==> src/mtpt_pkg.sv <==
// constants shared by the transmit pause timer block
// assumes a 32-bit register port with byte addresses and a 20 MHz clock

package mtpt_pkg;

   // ----------------------------------------
   // widths
   // ----------------------------------------
   localparam int ADDR_W = 8;
   localparam int DATA_W = 32;
   localparam int COUNT_W = 16;
   localparam int PRIO_N = 8;
   localparam int TIMER_N = 9;
   localparam int INDEX_W = 4;

   // ----------------------------------------
   // register offsets, byte addresses
   // ----------------------------------------
   localparam logic [7:0] REG_STD_OFS = 8'h00;
   localparam logic [7:0] REG_PRIO_BASE = 8'h04;
   localparam logic [7:0] REG_STRIDE = 8'h04;
   localparam logic [7:0] REG_LAST_TIMER = 8'h20;
   localparam logic [7:0] REG_EMU_OFS = 8'h24;
   localparam logic [7:0] REG_CTRL_OFS = 8'h28;
   localparam logic [7:0] REG_STAT_OFS = 8'h2c;

   // ----------------------------------------
   // field positions and reset values
   // ----------------------------------------
   localparam int EMU_SOFT_BIT = 1;
   localparam int EMU_FREE_BIT = 0;
   localparam int CTRL_TEST_BIT = 0;
   localparam int STAT_STD_BIT = 0;
   localparam int STAT_PRIO_LSB = 1;
   localparam logic [15:0] COUNT_RESET = 16'h0000;
   localparam logic [1:0] EMU_RESET = 2'h0;
   localparam logic CTRL_TEST_RESET = 1'b0;

   // ----------------------------------------
   // timing
   // ----------------------------------------
   localparam int CLK_PERIOD_NS = 50;
   localparam int SLOT_TIME_NS = 512;
   localparam int SLOT_CYCLES = (SLOT_TIME_NS + CLK_PERIOD_NS - 1) / CLK_PERIOD_NS;
   localparam int SLOT_W = 4;

endpackage

==> src/mtpt_slot_tick.sv <==
// slot time pulse generator for the pause timers
// assumes one free running clock and a synchronous reset
`timescale 1ns/100ps

module mtpt_slot_tick
   import mtpt_pkg::*;
(
   // clock and reset
   input wire logic mclk_i,
   input wire logic reset_i,
   // one-cycle pulse per slot time
   output logic tick_o
);
   import mtpt_pkg::*;

   localparam logic [SLOT_W-1:0] LAST = SLOT_W'(SLOT_CYCLES - 1);

   logic [SLOT_W-1:0] phase;
   wire at_last = (phase == LAST);
   wire [SLOT_W-1:0] next_phase = at_last ? '0 : phase + SLOT_W'(1);

   always_ff @(posedge mclk_i) begin
      if (reset_i) begin
         phase <= '0;
         tick_o <= 1'b0;
      end else begin
         phase <= next_phase;
         tick_o <= at_last;
      end
   end

endmodule

==> src/mtpt_pause_timer.sv <==
// one 16-bit transmit pause down counter
// assumes load and write requests come from logic on the same clock
`timescale 1ns/100ps

module mtpt_pause_timer
   import mtpt_pkg::*;
(
   // clock and reset
   input wire logic mclk_i,
   input wire logic reset_i,
   // pause frame load
   input wire logic load_i,
   input wire logic [COUNT_W-1:0] load_value_i,
   // software write, already qualified by test mode
   input wire logic write_i,
   input wire logic [COUNT_W-1:0] write_value_i,
   // slot time pulse
   input wire logic tick_i,
   // current count
   output logic [COUNT_W-1:0] count_o
);
   import mtpt_pkg::*;

   wire nonzero = (count_o != COUNT_RESET);
   wire [COUNT_W-1:0] decremented = count_o - COUNT_W'(1);
   // a frame load wins over a software write, then the slot decrement
   wire [COUNT_W-1:0] next_count = load_i ? load_value_i :
                                   write_i ? write_value_i :
                                   (tick_i && nonzero) ? decremented : count_o;

   always_ff @(posedge mclk_i) begin
      if (reset_i) begin
         count_o <= COUNT_RESET;
      end else begin
         count_o <= next_count;
      end
   end

endmodule

==> src/mtpt_top.sv <==
// transmit pause timers of one mac port: one whole-link timer, eight priority timers
// assumes pause frame decode upstream on mclk_i, and a single-cycle strobe register port
`timescale 1ns/100ps

module mtpt_top
   import mtpt_pkg::*;
(
   // clock and reset
   input wire logic mclk_i,
   input wire logic reset_i,
   // register port
   input wire logic [mtpt_pkg::ADDR_W-1:0] reg_addr_i,
   input wire logic [mtpt_pkg::DATA_W-1:0] reg_wdata_i,
   input wire logic reg_wr_i,
   input wire logic reg_rd_i,
   output logic [mtpt_pkg::DATA_W-1:0] reg_rdata_o,
   // decoded pause frames from the receive side
   input wire logic pause_valid_i,
   input wire logic pause_is_prio_i,
   input wire logic [mtpt_pkg::COUNT_W-1:0] pause_time_i,
   input wire logic [mtpt_pkg::PRIO_N-1:0] pause_prio_enable_i,
   input wire logic [mtpt_pkg::PRIO_N*mtpt_pkg::COUNT_W-1:0] pause_prio_time_i,
   // transmit gating
   output logic tx_pause_hold_o,
   output logic [mtpt_pkg::PRIO_N-1:0] tx_prio_hold_o,
   // debug suspend control
   output logic emu_soft_o,
   output logic emu_free_o
);
   import mtpt_pkg::*;

   // ----------------------------------------
   // control registers
   // ----------------------------------------
   logic test_mode;
   logic [1:0] debug_suspend_control;

   // ----------------------------------------
   // address decode
   // ----------------------------------------
   wire addr_aligned = (reg_addr_i[1:0] == 2'h0);
   wire timer_hit = addr_aligned && (reg_addr_i <= REG_LAST_TIMER);
   wire [INDEX_W-1:0] timer_index = reg_addr_i[INDEX_W+1:2];
   wire emu_hit = (reg_addr_i == REG_EMU_OFS);
   wire ctrl_hit = (reg_addr_i == REG_CTRL_OFS);
   wire stat_hit = (reg_addr_i == REG_STAT_OFS);
   wire emu_wr = reg_wr_i && emu_hit;
   wire ctrl_wr = reg_wr_i && ctrl_hit;

   // ----------------------------------------
   // pause frame steering
   // ----------------------------------------
   wire std_frame = pause_valid_i && !pause_is_prio_i;
   wire prio_frame = pause_valid_i && pause_is_prio_i;

   // ----------------------------------------
   // slot time
   // ----------------------------------------
   logic slot_tick;

   mtpt_slot_tick u_slot_tick (
      .mclk_i(mclk_i),
      .reset_i(reset_i),
      .tick_o(slot_tick)
   );

   // ----------------------------------------
   // timers: index 0 whole-link, 1 to 8 priorities 0 to 7
   // ----------------------------------------
   logic [COUNT_W-1:0] count [TIMER_N];
   logic [TIMER_N-1:0] timer_load;
   logic [TIMER_N-1:0] timer_write;
   logic [COUNT_W-1:0] timer_value [TIMER_N];
   logic [TIMER_N-1:0] timer_busy;

   assign timer_load[0] = std_frame;
   assign timer_value[0] = pause_time_i;

   genvar gi;
   generate
      for (gi = 0; gi < PRIO_N; gi = gi + 1) begin : g_prio_load
         assign timer_load[gi+1] = prio_frame && pause_prio_enable_i[gi];
         assign timer_value[gi+1] = pause_prio_time_i[gi*COUNT_W +: COUNT_W];
      end
      for (gi = 0; gi < TIMER_N; gi = gi + 1) begin : g_timer
         assign timer_write[gi] = reg_wr_i && test_mode && timer_hit && (timer_index == INDEX_W'(gi));
         assign timer_busy[gi] = (count[gi] != COUNT_RESET);
         mtpt_pause_timer u_timer (
            .mclk_i(mclk_i),
            .reset_i(reset_i),
            .load_i(timer_load[gi]),
            .load_value_i(timer_value[gi]),
            .write_i(timer_write[gi]),
            .write_value_i(reg_wdata_i[COUNT_W-1:0]),
            .tick_i(slot_tick),
            .count_o(count[gi])
         );
      end
   endgenerate

   // ----------------------------------------
   // read selection
   // ----------------------------------------
   wire [DATA_W-1:0] timer_word = {16'h0000, count[timer_index]};
   wire [DATA_W-1:0] emu_word = {30'h00000000, debug_suspend_control};
   wire [DATA_W-1:0] ctrl_word = {31'h00000000, test_mode};
   wire [DATA_W-1:0] stat_word = {23'h000000, timer_busy[TIMER_N-1:1], timer_busy[0]};
   wire [DATA_W-1:0] read_word = timer_hit ? timer_word :
                                 emu_hit ? emu_word :
                                 ctrl_hit ? ctrl_word :
                                 stat_hit ? stat_word : 32'h00000000;
   wire [DATA_W-1:0] next_rdata = reg_rd_i ? read_word : 32'h00000000;

   // ----------------------------------------
   // register storage
   // ----------------------------------------
   always_ff @(posedge mclk_i) begin
      if (reset_i) begin
         test_mode <= CTRL_TEST_RESET;
         debug_suspend_control <= EMU_RESET;
      end else begin
         if (ctrl_wr) begin
            test_mode <= reg_wdata_i[CTRL_TEST_BIT];
         end
         if (emu_wr) begin
            debug_suspend_control <= reg_wdata_i[EMU_SOFT_BIT:EMU_FREE_BIT];
         end
      end
   end

   // ----------------------------------------
   // outputs
   // ----------------------------------------
   always_ff @(posedge mclk_i) begin
      if (reset_i) begin
         reg_rdata_o <= 32'h00000000;
         tx_pause_hold_o <= 1'b0;
         tx_prio_hold_o <= 8'h00;
         emu_soft_o <= 1'b0;
         emu_free_o <= 1'b0;
      end else begin
         reg_rdata_o <= next_rdata;
         tx_pause_hold_o <= timer_busy[0];
         tx_prio_hold_o <= timer_busy[TIMER_N-1:1];
         emu_soft_o <= debug_suspend_control[EMU_SOFT_BIT];
         emu_free_o <= debug_suspend_control[EMU_FREE_BIT];
      end
   end
endmodule

==> config.mk <==
export PLATFORM = sky130hd
export DESIGN_NAME = mtpt_top
export DESIGN_NICKNAME = d
export VERILOG_FILES = /design/src/mtpt_pkg.sv /design/src/mtpt_slot_tick.sv /design/src/mtpt_pause_timer.sv /design/src/mtpt_top.sv
export SDC_FILE = /design/constraint.sdc
export NUM_CORES = 1
export LEC_CHECK = 0
export ABC_AREA = 1
export CORE_UTILIZATION = 48
export CTS_CLUSTER_SIZE = 8
export DETAILED_ROUTE_END_ITERATION = 8
export DONT_BUFFER_PORTS = 1
export SLEW_MARGIN = 20
export SYNTH_ARGS = -nofsm -noshare
export SYNTH_HDL_FRONTEND = slang
export SYNTH_SLANG_ARGS = --single-unit
==> constraint.sdc <==
create_clock -name mclk_i -period 2.3 [get_ports mclk_i]
set_input_delay 0.345 -clock mclk_i [delete_from_list [all_inputs] [get_ports mclk_i]]
set_output_delay 0.345 -clock mclk_i [all_outputs]
set_load 0.01 [all_outputs]
==> After elaboration in Yosys (flattened, before gate mapping) <==
Cells that the tools add are included.
{ "totals": {"ff_bits": 195, "inputBits": 198, "output_inout_bits": 43, "elab_cells": 136} }
{ "classes": {"n_addsub": 10, "magnitude_cmp": 2, "eq_ne": 12, "muxes": 34, "bitwise_logic": 2, "reduce_logical": 57} }
{ "ops": {"columns": ["cell", "count"], "rows": [
  ["2-to-1 mux 16 bit", 30],
  ["nonzero test 16 bit", 9],
  ["subtractor 16 x 1 -> 16 bit (second input constant)", 9],
  ["binary-select mux 16 bit (select 4 bit)", 1],
  ["logical AND 1 bit", 33],
  ["2-to-1 mux 9 bit", 3],
  ["nonzero test 3 bit", 9],
  ["== test 8 x 6 -> 1 bit (second input constant)", 3],
  ["== test 4 x 3 -> 1 bit (second input constant)", 4],
  ["== test 4 x 2 -> 1 bit (second input constant)", 2],
  ["== test 4 bit (second input constant)", 2],
  ["<= comparator 8 x 6 -> 1 bit (second input constant)", 1],
  [">= comparator 5 bit (second input constant)", 1],
  ["NOT 4 -> 5 bit", 1],
  ["OR reduction 5 bit", 1],
  ["adder 4 x 1 -> 4 bit (second input constant)", 1],
  ["== test 4 x 1 -> 1 bit (second input constant)", 1],
  ["zero test 4 bit", 1],
  ["OR reduction 2 bit", 2],
  ["zero test 2 bit", 1],
  ["zero test 1 bit", 1],
  ["NOT 1 bit", 1]
]} }

==> Longest topological paths before layout <==
Gate-level depths: netlist of run 1.
{ "depth": {"ltp_word": 6, "mapped_depth": 13, "depth_no_buf": 13} }

==> Cells and area by module <==
From an unflattened synthesis of run 1, not the netlist that was laid out.
{ "unflattened": {"hier_cells": 2869, "hier_area_um2": 15551.2} }
{ "by_module_without_submodules": {"columns": ["module", "instances", "cells_per_inst", "area_each_um2", "seq_area_each_um2"], "rows": [
  ["mtpt_pause_timer", 9, 243, 1347.5, 320.3],
  ["mtpt_top", 1, 662, 3234.4, 600.6],
  ["mtpt_slot_tick", 1, 20, 188.9, 100.1]
]} }

==> Worst setup path before layout of run 1 <==
No wires, ideal clock.
{ "synth_path": {"path_type": "register to register", "from": "register g_timer[3].u_timer.count_o[0]", "to": "register g_timer[3].u_timer.count_o[1]", "setup_time_ns": 0.122, "t_arrival_ns": 1.569, "t_required_ns": 2.178, "path_slack_ns": 0.608, "path_stages_with_launch": 11, "path_buffers": 1, "period_less_slack_ns": 1.692, "path_cell_list": "dfxtp_1 > inv_1 > ha_1 > nand3_1 > nor2_1 > nand2_1 > nand2_1 > nand3_2 > buf_2 > o21ai_0 > a21oi_1"} }
{ "synth_via": {"elab_chain_cells": 4, "word_cells_on_any_way": 7, "classes_between": "add/sub: 1; mux: 3; reduce/logical: 3"} }
{ "synth_rtl": {"columns": ["element", "line_no", "rtl"], "rows": [
  ["from (decl)", "mtpt_pause_timer.sv:20", "output logic [COUNT_W-1:0] count_o"],
  ["from (signal assigned)", "mtpt_pause_timer.sv:35", "count_o <= next_count;"],
  ["subtractor 16 x 1 -> 16 bit", "mtpt_pause_timer.sv:25", "wire [COUNT_W-1:0] decremented = count_o - COUNT_W'(1);"],
  ["2-to-1 mux 16 bit", "mtpt_pause_timer.sv:29", "(tick_i && nonzero) ? decremented : count_o;"],
  ["2-to-1 mux 16 bit", "mtpt_pause_timer.sv:28", "write_i ? write_value_i :"],
  ["2-to-1 mux 16 bit", "mtpt_pause_timer.sv:27", "wire [COUNT_W-1:0] next_count = load_i ? load_value_i :"]
]} }
Parallel ways exist; a longest one is shown, timed or not. The select of a mux whose other input is x is not followed.
A chain may end at the register's enable or synchronous reset.

==> Final worst setup path of run 1 <==
{ "layout_path": {"from": "register g_timer[1].u_timer.count_o[0]", "to": "register g_timer[1].u_timer.count_o[14]"} }
{ "layout_via": {"elab_chain_cells": 4, "word_cells_on_any_way": 7, "classes_between": "add/sub: 1; mux: 3; reduce/logical: 3"} }
{ "layout_rtl": {"columns": ["element", "line_no"], "rows": [
  ["from (decl)", "mtpt_pause_timer.sv:20"],
  ["from (signal assigned)", "mtpt_pause_timer.sv:35"],
  ["subtractor 16 x 1 -> 16 bit", "mtpt_pause_timer.sv:25"],
  ["2-to-1 mux 16 bit", "mtpt_pause_timer.sv:29"],
  ["2-to-1 mux 16 bit", "mtpt_pause_timer.sv:28"],
  ["2-to-1 mux 16 bit", "mtpt_pause_timer.sv:27"]
]} }
Parallel ways exist; a longest one is shown, timed or not. The select of a mux whose other input is x is not followed.

==> impl_metrics.ini, run 1 <==
[run_status]
status = completed

[yosys]
netlist_area_um2 = 14400
ys_warn_count = 0
synth-edff-count = 0
postSynth.asyncResetShare_pct = 0
syn_avg_cell_area_um2 = 5.64
synth_cell_type_count = 40
synthFlopType = dfxtp_1
yosysSeqAreaShare_pct = 24.9
syn_inst = 2548
ys_ff_latch = 179

[worst_setup_path]
path_max_fanout = 27
critPathTopFamily = simple AND/OR/NAND/NOR gates
critical_path_depth = 11
cp_data_required_time_ps = 2670
rr_worst_depth = 11
cpPeakStageDelay_ps = 320
crit_type = register to register
critPathBufInv = 3
arrival_ps = 2520
end_kind = register
crit_path_start_kind = register
crit_path_top_delay_cell = dfxtp_1
crit_chain = inv_1 > ha_1 > nand3_1 > nor2_1 > nand2_1 > nand2_1 > nand3_2 > buf_4 > inv_1 > nand2_1 > a21oi_1
cp_common_cell = nand2_1

[timing]
setup_viol = 0
tns_ps = 0
tightestPinTransition_ps = 774
skew_ps = 12.0
max_slew_margin_pct = 48.3
slew_viol_final = 0
period_share_pct = 93.4
rsz0062_at_grt = no
whs_ps = 28.3
fmax_mhz = 465
final_hold_viol_count = 0
final.min_clock_period_ps = 2150

[grt]
grt.total_usage_pct = 37.5
overflow = 0
first_global_vias = 15089
grt_pass1_wl_mm = 87.4
antenna_found_initial = 1
grt_max_degree = 48

[power_and_ir_drop]
powerDensity_nw_per_um2 = 601
power_leakage_nw = 7.92
max-vdd-ir-drop_uv = 539

[cts]
cts_tree = built
clk-insertion-delay-late_ps = 460
clkSinkCount = 179
numCtsBuffers = 17
root_buffer = clkbuf_16
cts.reportedPaths.clkPinSlew_ps = 80
htree_levels = 4
cts_max_path_buffers = 2

[floorplanning]
dieArea_um2 = 30700
rows = 63
fp.coreArea_um2 = 29600
ios = 241
die_w_um = 175
start_util_pct = 48.7
chipHeight_um = 175

[final_layout]
layout-drive-gt1-share_pct = 7.32
nets = 2753
area_growth_pct = 8.78
fin_util_pct = 52.9

[drt]
drtIter0Drc = 1864
drc = 0
ant_nets = 0
drt-total-wl_mm = 58.3
viasPerCell = 5.66
vias = 16670
drt_first_pass_iters = 6
wl_per_cell_um = 19.8

[min_path]
hold_path_class = primary input to register
holdPathStages = 3

[placement]
dp_hpwl_mm = 43.5
gp_congestion = 0.995
port_buffers = 0

[job]
drv_cap = 0
## repair_timing
item / 4_1_cts / 5_1_grt
gates resized for setup: 0 / 2
hold buffers: 2 / 0
buffers inserted: 0 / 0
endpoints found under the hold margin: 47 / 0
setup endpoints to repair: 0 / 7
## worst min-delay path, delay by kind of cell
| family | cells | cell delay (ps) |
|---|---|---|
| buf+inv | 1 | 30 |
| simple gates | 2 | 70 |
## final timing paths
kind	from	end	slack, ps
setup / recovery	g_timer[1].u_timer.count_o[0]	g_timer[1].u_timer.count_o[14]	150
hold / removal	reset_i	g_timer[8].u_timer.count_o[0]	30
hold reg to reg	g_timer[0].u_timer.count_o[0]	g_timer[0].u_timer.count_o[0]	470
setup reg to reg	g_timer[1].u_timer.count_o[0]	g_timer[1].u_timer.count_o[14]	150
## synth_stat cells, types with 2 or more instances
| cell | count | area [µm²] |
|---|---|---|
| buf_4 | 22 | 165 |
| nand4_1 | 20 | 125 |
| o21ai_0 | 197 | 986 |
| or2_2 | 43 | 269 |
| nor4_1 | 4 | 25.0 |
| xnor2_1 | 7 | 61.3 |
| nor3b_1 | 2 | 15.0 |
| nand2_1 | 758 | 2850 |
| nand4_4 | 4 | 85.1 |
| nand3_2 | 5 | 50.1 |
| nand2_2 | 3 | 18.8 |
| nand3_1 | 221 | 1110 |
| a22oi_1 | 3 | 22.5 |
| buf_2 | 27 | 135 |
| inv_1 | 331 | 1240 |
| dfxtp_1 | 179 | 3580 |
| nor3_1 | 16 | 80.1 |
| inv_2 | 3 | 11.3 |
| nand3b_1 | 4 | 30.0 |
| nand4_2 | 4 | 50.1 |
| o211ai_1 | 70 | 526 |
| a21oi_1 | 149 | 746 |
| buf_1 | 11 | 41.3 |
| xor2_1 | 30 | 263 |
| clkinv_1 | 4 | 15.0 |
| o21ai_1 | 8 | 40.0 |
| o22ai_1 | 44 | 275 |
| clkbuf_1 | 62 | 233 |
| nor2_1 | 293 | 1100 |
| nor2_2 | 4 | 25.0 |
| ha_1 | 11 | 138 |
## cell usage in the layout, fill, tap and decap left out, types with 3 or more instances in the layout
cell	n
nand2_1	758
inv_1	330
nor2_1	293
nand3_1	220
o21ai_0	197
dfxtp_1	179
a21oi_1	149
buf_4	82
o211ai_1	70
o22ai_1	44
or2_2	43
xor2_1	30
nand4_1	20
clkbuf_16	17
conb_1	16
nor3_1	15
ha_1	11
o21ai_1	8
xnor2_1	7
nand3_2	6
nor4_1	4
inv_2	4
nor2_2	4
nand4_2	4
nand3b_1	4
nand4_4	4
clkinv_1	4
clkbuf_8	4
nand2_2	3
a22oi_1	3
inv_6	3
clkinvlp_4	3
## stage by stage
step	setup WS (ps)	power (W)	instance area [µm²]	std cells
after global placement	162	0.00621	15000	2913
after floorplan	608	0.00554	14400	2563
final	152	0.00939	15600	2947
after global routing	15.7	0.00991	15600	2946
after detailed placement	111	0.00623	15000	2913
after CTS	158	0.00938	15600	2946
## state kept, by name, summed over array words and instances (netlist names)
signal and count:
u_slot_tick.tick_o 1, debug_suspend_control 2, g_timer.u_timer.count_o 144, reg_rdata_o 16, test_mode 1, emu_free_o 1
tx_pause_hold_o 1, tx_prio_hold_o 8, u_slot_tick.phase 4, emu_soft_o 1
## kinds of logic (layout without fill, tap and decap cells)
group,Yosys count,count (layout),share of synthesized area (%)
AO/OA/AOI/OAI,475,475,18.3
adder cells (fa/ha/maj),11,11,0.957
AND/OR/NAND/NOR,1383,1383,40.7
other,1,17,0.0261
XOR/XNOR,37,37,2.25
flip-flops,179,179,24.9
buffers and inverters,462,455,12.9
## power by group
part	switching (W)	internal, W
clock network	0.00140	0.00172
logic	0.00180	0.000983
registers	0.000213	0.00327
total	0.00342	0.00597
## layout make-up
class | instances | area, µm²
fill | 3210 | 13900
multi-input combinational | 1922 | 9000
sequential | 179 | 3580
inverter | 338 | 1270
timing repair buffer | 86 | 693
tap | 390 | 488
clock buffer | 21 | 480
clock inverter | 10 | 123
antenna | 1 | 2.50
## per-layer routing
| layer | part of all wire, % | track usage, % |
|---|---|---|
| met2 | 44 | 59.7 |
| met3 | 8.9 | 6.48 |
| met1 | 42 | 49.2 |
| met5 | 0 | 0 |
| met4 | 4.7 | 17.5 |
(Power assumes the default switching activity.)
==> run 2, diff against run 1 <==
- BUFFER_PORTS_ARGS: default -> -buffer_cell sky130_fd_sc_hd__buf_2
- DONT_BUFFER_PORTS: 1 -> default
- PLACE_DENSITY: default -> 0.72
- clock period: 2.3 -> 1.9 ns (I/O delays scaled with it)
==> run 2 against run 1 <==
Register-to-register slack worse by 40 ps. Critical path type unchanged. Clock skew is 1.7 ps lower. Highest routed layer unchanged. Die area unchanged. Largest power group unchanged. Non-clock buffer count is 344 higher.
==> impl_metrics.ini, run 2 (same netlist as run 1, synthesis figures left out) <==
[run_status]
status = completed

[floorplanning]
ios = 241
dieArea_um2 = 30700
die_w_um = 175
fp.coreArea_um2 = 29600
start_util_pct = 48.7
chipHeight_um = 175
rows = 63

[placement]
dp_hpwl_mm = 43.7
dp_slack_ps = -88.0
port_buffers = 208
dp_cells = 3257
gp_congestion = 1.05

[worst_setup_path]
crit_path_start_kind = register
crit_chain = nand2_1 > inv_2 > buf_4 > nand4_2 > buf_4 > nand2_1 > nand3_1 > nand2_1 > a21oi_1
arrival_ps = 2100
cpPeakStageDelay_ps = 330
critPathTopFamily = buffers and inverters
crit_type = register to register
cp_data_required_time_ps = 2200
end_kind = register
critPathBufInv = 3
path_max_fanout = 20
cp_common_cell = nand2_1
crit_path_top_delay_cell = dfxtp_1

[job]
drv_cap = 0

[grt]
overflow = 0
first_global_vias = 16104
antenna_found_initial = 1
grt_pass1_wl_mm = 87.7
grt.total_usage_pct = 37.0
grt_max_degree = 97

[drt]
drc = 0
vias = 18166
drtIter0Drc = 2192
drt-total-wl_mm = 57.8
drt_first_pass_iters = 8
ant_nets = 0
wl_per_cell_um = 17.6
viasPerCell = 5.52

[final_layout]
nFillCells = 2964
antenna_cells = 0
area_growth_pct = 25.5
nets = 3097
layout_common_cells = 756 x nand2_1, 324 x inv_1, 284 x nor2_1
top_regs = g_timer.u_timer.count_o x144, reg_rdata_o x16, tx_prio_hold_o x8
top_register = g_timer.u_timer.count_o
largest_reg_flops = 144
final_common_cell = nand2_1
layout-drive-gt1-share_pct = 19.4
fin_cells = 3291

[power_and_ir_drop]
max-vdd-ir-drop_uv = 681
power_leakage_nw = 9.53
p_total_w = 0.0119
powerDensity_nw_per_um2 = 659

[min_path]
hold_path_class = primary input to register

[cts]
htree_levels = 4
cts_max_path_buffers = 2
numCtsBuffers = 17
cts.reportedPaths.clkPinSlew_ps = 70
clk-insertion-delay-late_ps = 470
cts_tree = built
root_buffer = clkbuf_16
clkSinkCount = 179

[timing]
final.min_clock_period_ps = 1790
skew_ps = 10.3
tns_ps = 0
max_slew_margin_pct = 40.6
fmax_mhz = 558
period_share_pct = 94.3
slew_viol_final = 0
tightestPinTransition_ps = 891
setup_viol = 0
final_hold_viol_count = 0
postLayoutSetupSlackWorst_ps = 109
[run 2: area by class of cell]
| cell class | instances | area, µm² | area share (%) |
|---|---|---|---|
| clock inverters | 11 | 100 | 0.554 |
| well taps | 390 | 488 | 2.70 |
| inverters | 338 | 1280 | 7.07 |
| flip-flops and latches | 179 | 3580 | 19.9 |
| multi-input cells | 1922 | 9160 | 50.7 |
| repair buffers | 430 | 2970 | 16.4 |
| clock buffers | 21 | 480 | 2.66 |
[run 2: path summary, 6_finish.rpt]
check | start | end | slack [ps] | cells past startpoint
worst max-delay path | test_mode | g_timer[4].u_timer.count_o[9] | 110 | 9
worst min-delay path | pause_prio_time_i[112] | g_timer[8].u_timer.count_o[0] | 130 | 5
worst max register to register | test_mode | g_timer[4].u_timer.count_o[9] | 110 | 9
worst min register to register | debug_suspend_control[0] | emu_free_o | 480 | 2
[run 2: metrics by stage]
| step | utilization [%] | area [µm²] | hold WS, ps |
|---|---|---|---|
| after floorplan | - | 14400 | 425 |
| after global placement | 58.4 | 17300 | 441 |
| after detailed placement | 58.4 | 17300 | 449 |
| after CTS | 60.4 | 17900 | 116 |
| after global routing | 61.1 | 18100 | 155 |
| final | 61.1 | 18100 | 125 |
[run 2: routing by layer]
| metal | global-route usage (%) | vias up | part of all wire, % |
|---|---|---|---|
| li1 | - | 8854 | - |
| met1 | 49.8 | 8197 | 42 |
| met2 | 58.2 | 949 | 44 |
| met3 | 4.74 | 166 | 9.1 |
| met4 | 18.5 | 0 | 5.1 |
| met5 | 0 | - | 0 |
[run 2: worst register-to-register path, delay by kind of cell (launching register included)]
family	cells	cell delay, ps
buf+inv	3	620
simple gates	5	620
flops	1	330
compound gates	1	60
[run 2: power breakdown]
group	total, W	internal [W]	switching, W
clock network	0.00366	0.00195	0.00171
registers	0.00417	0.00395	0.000211
logic	0.00408	0.00162	0.00246
total	0.0119	0.00752	0.00438
[run 2: what timing repair did]
action	in CTS	in global routing
setup endpoints to repair	11	119
gates cloned	0	1
resized for setup	3	43
pin swaps	0	4
hold buffers	0	0
buffers inserted	0	1
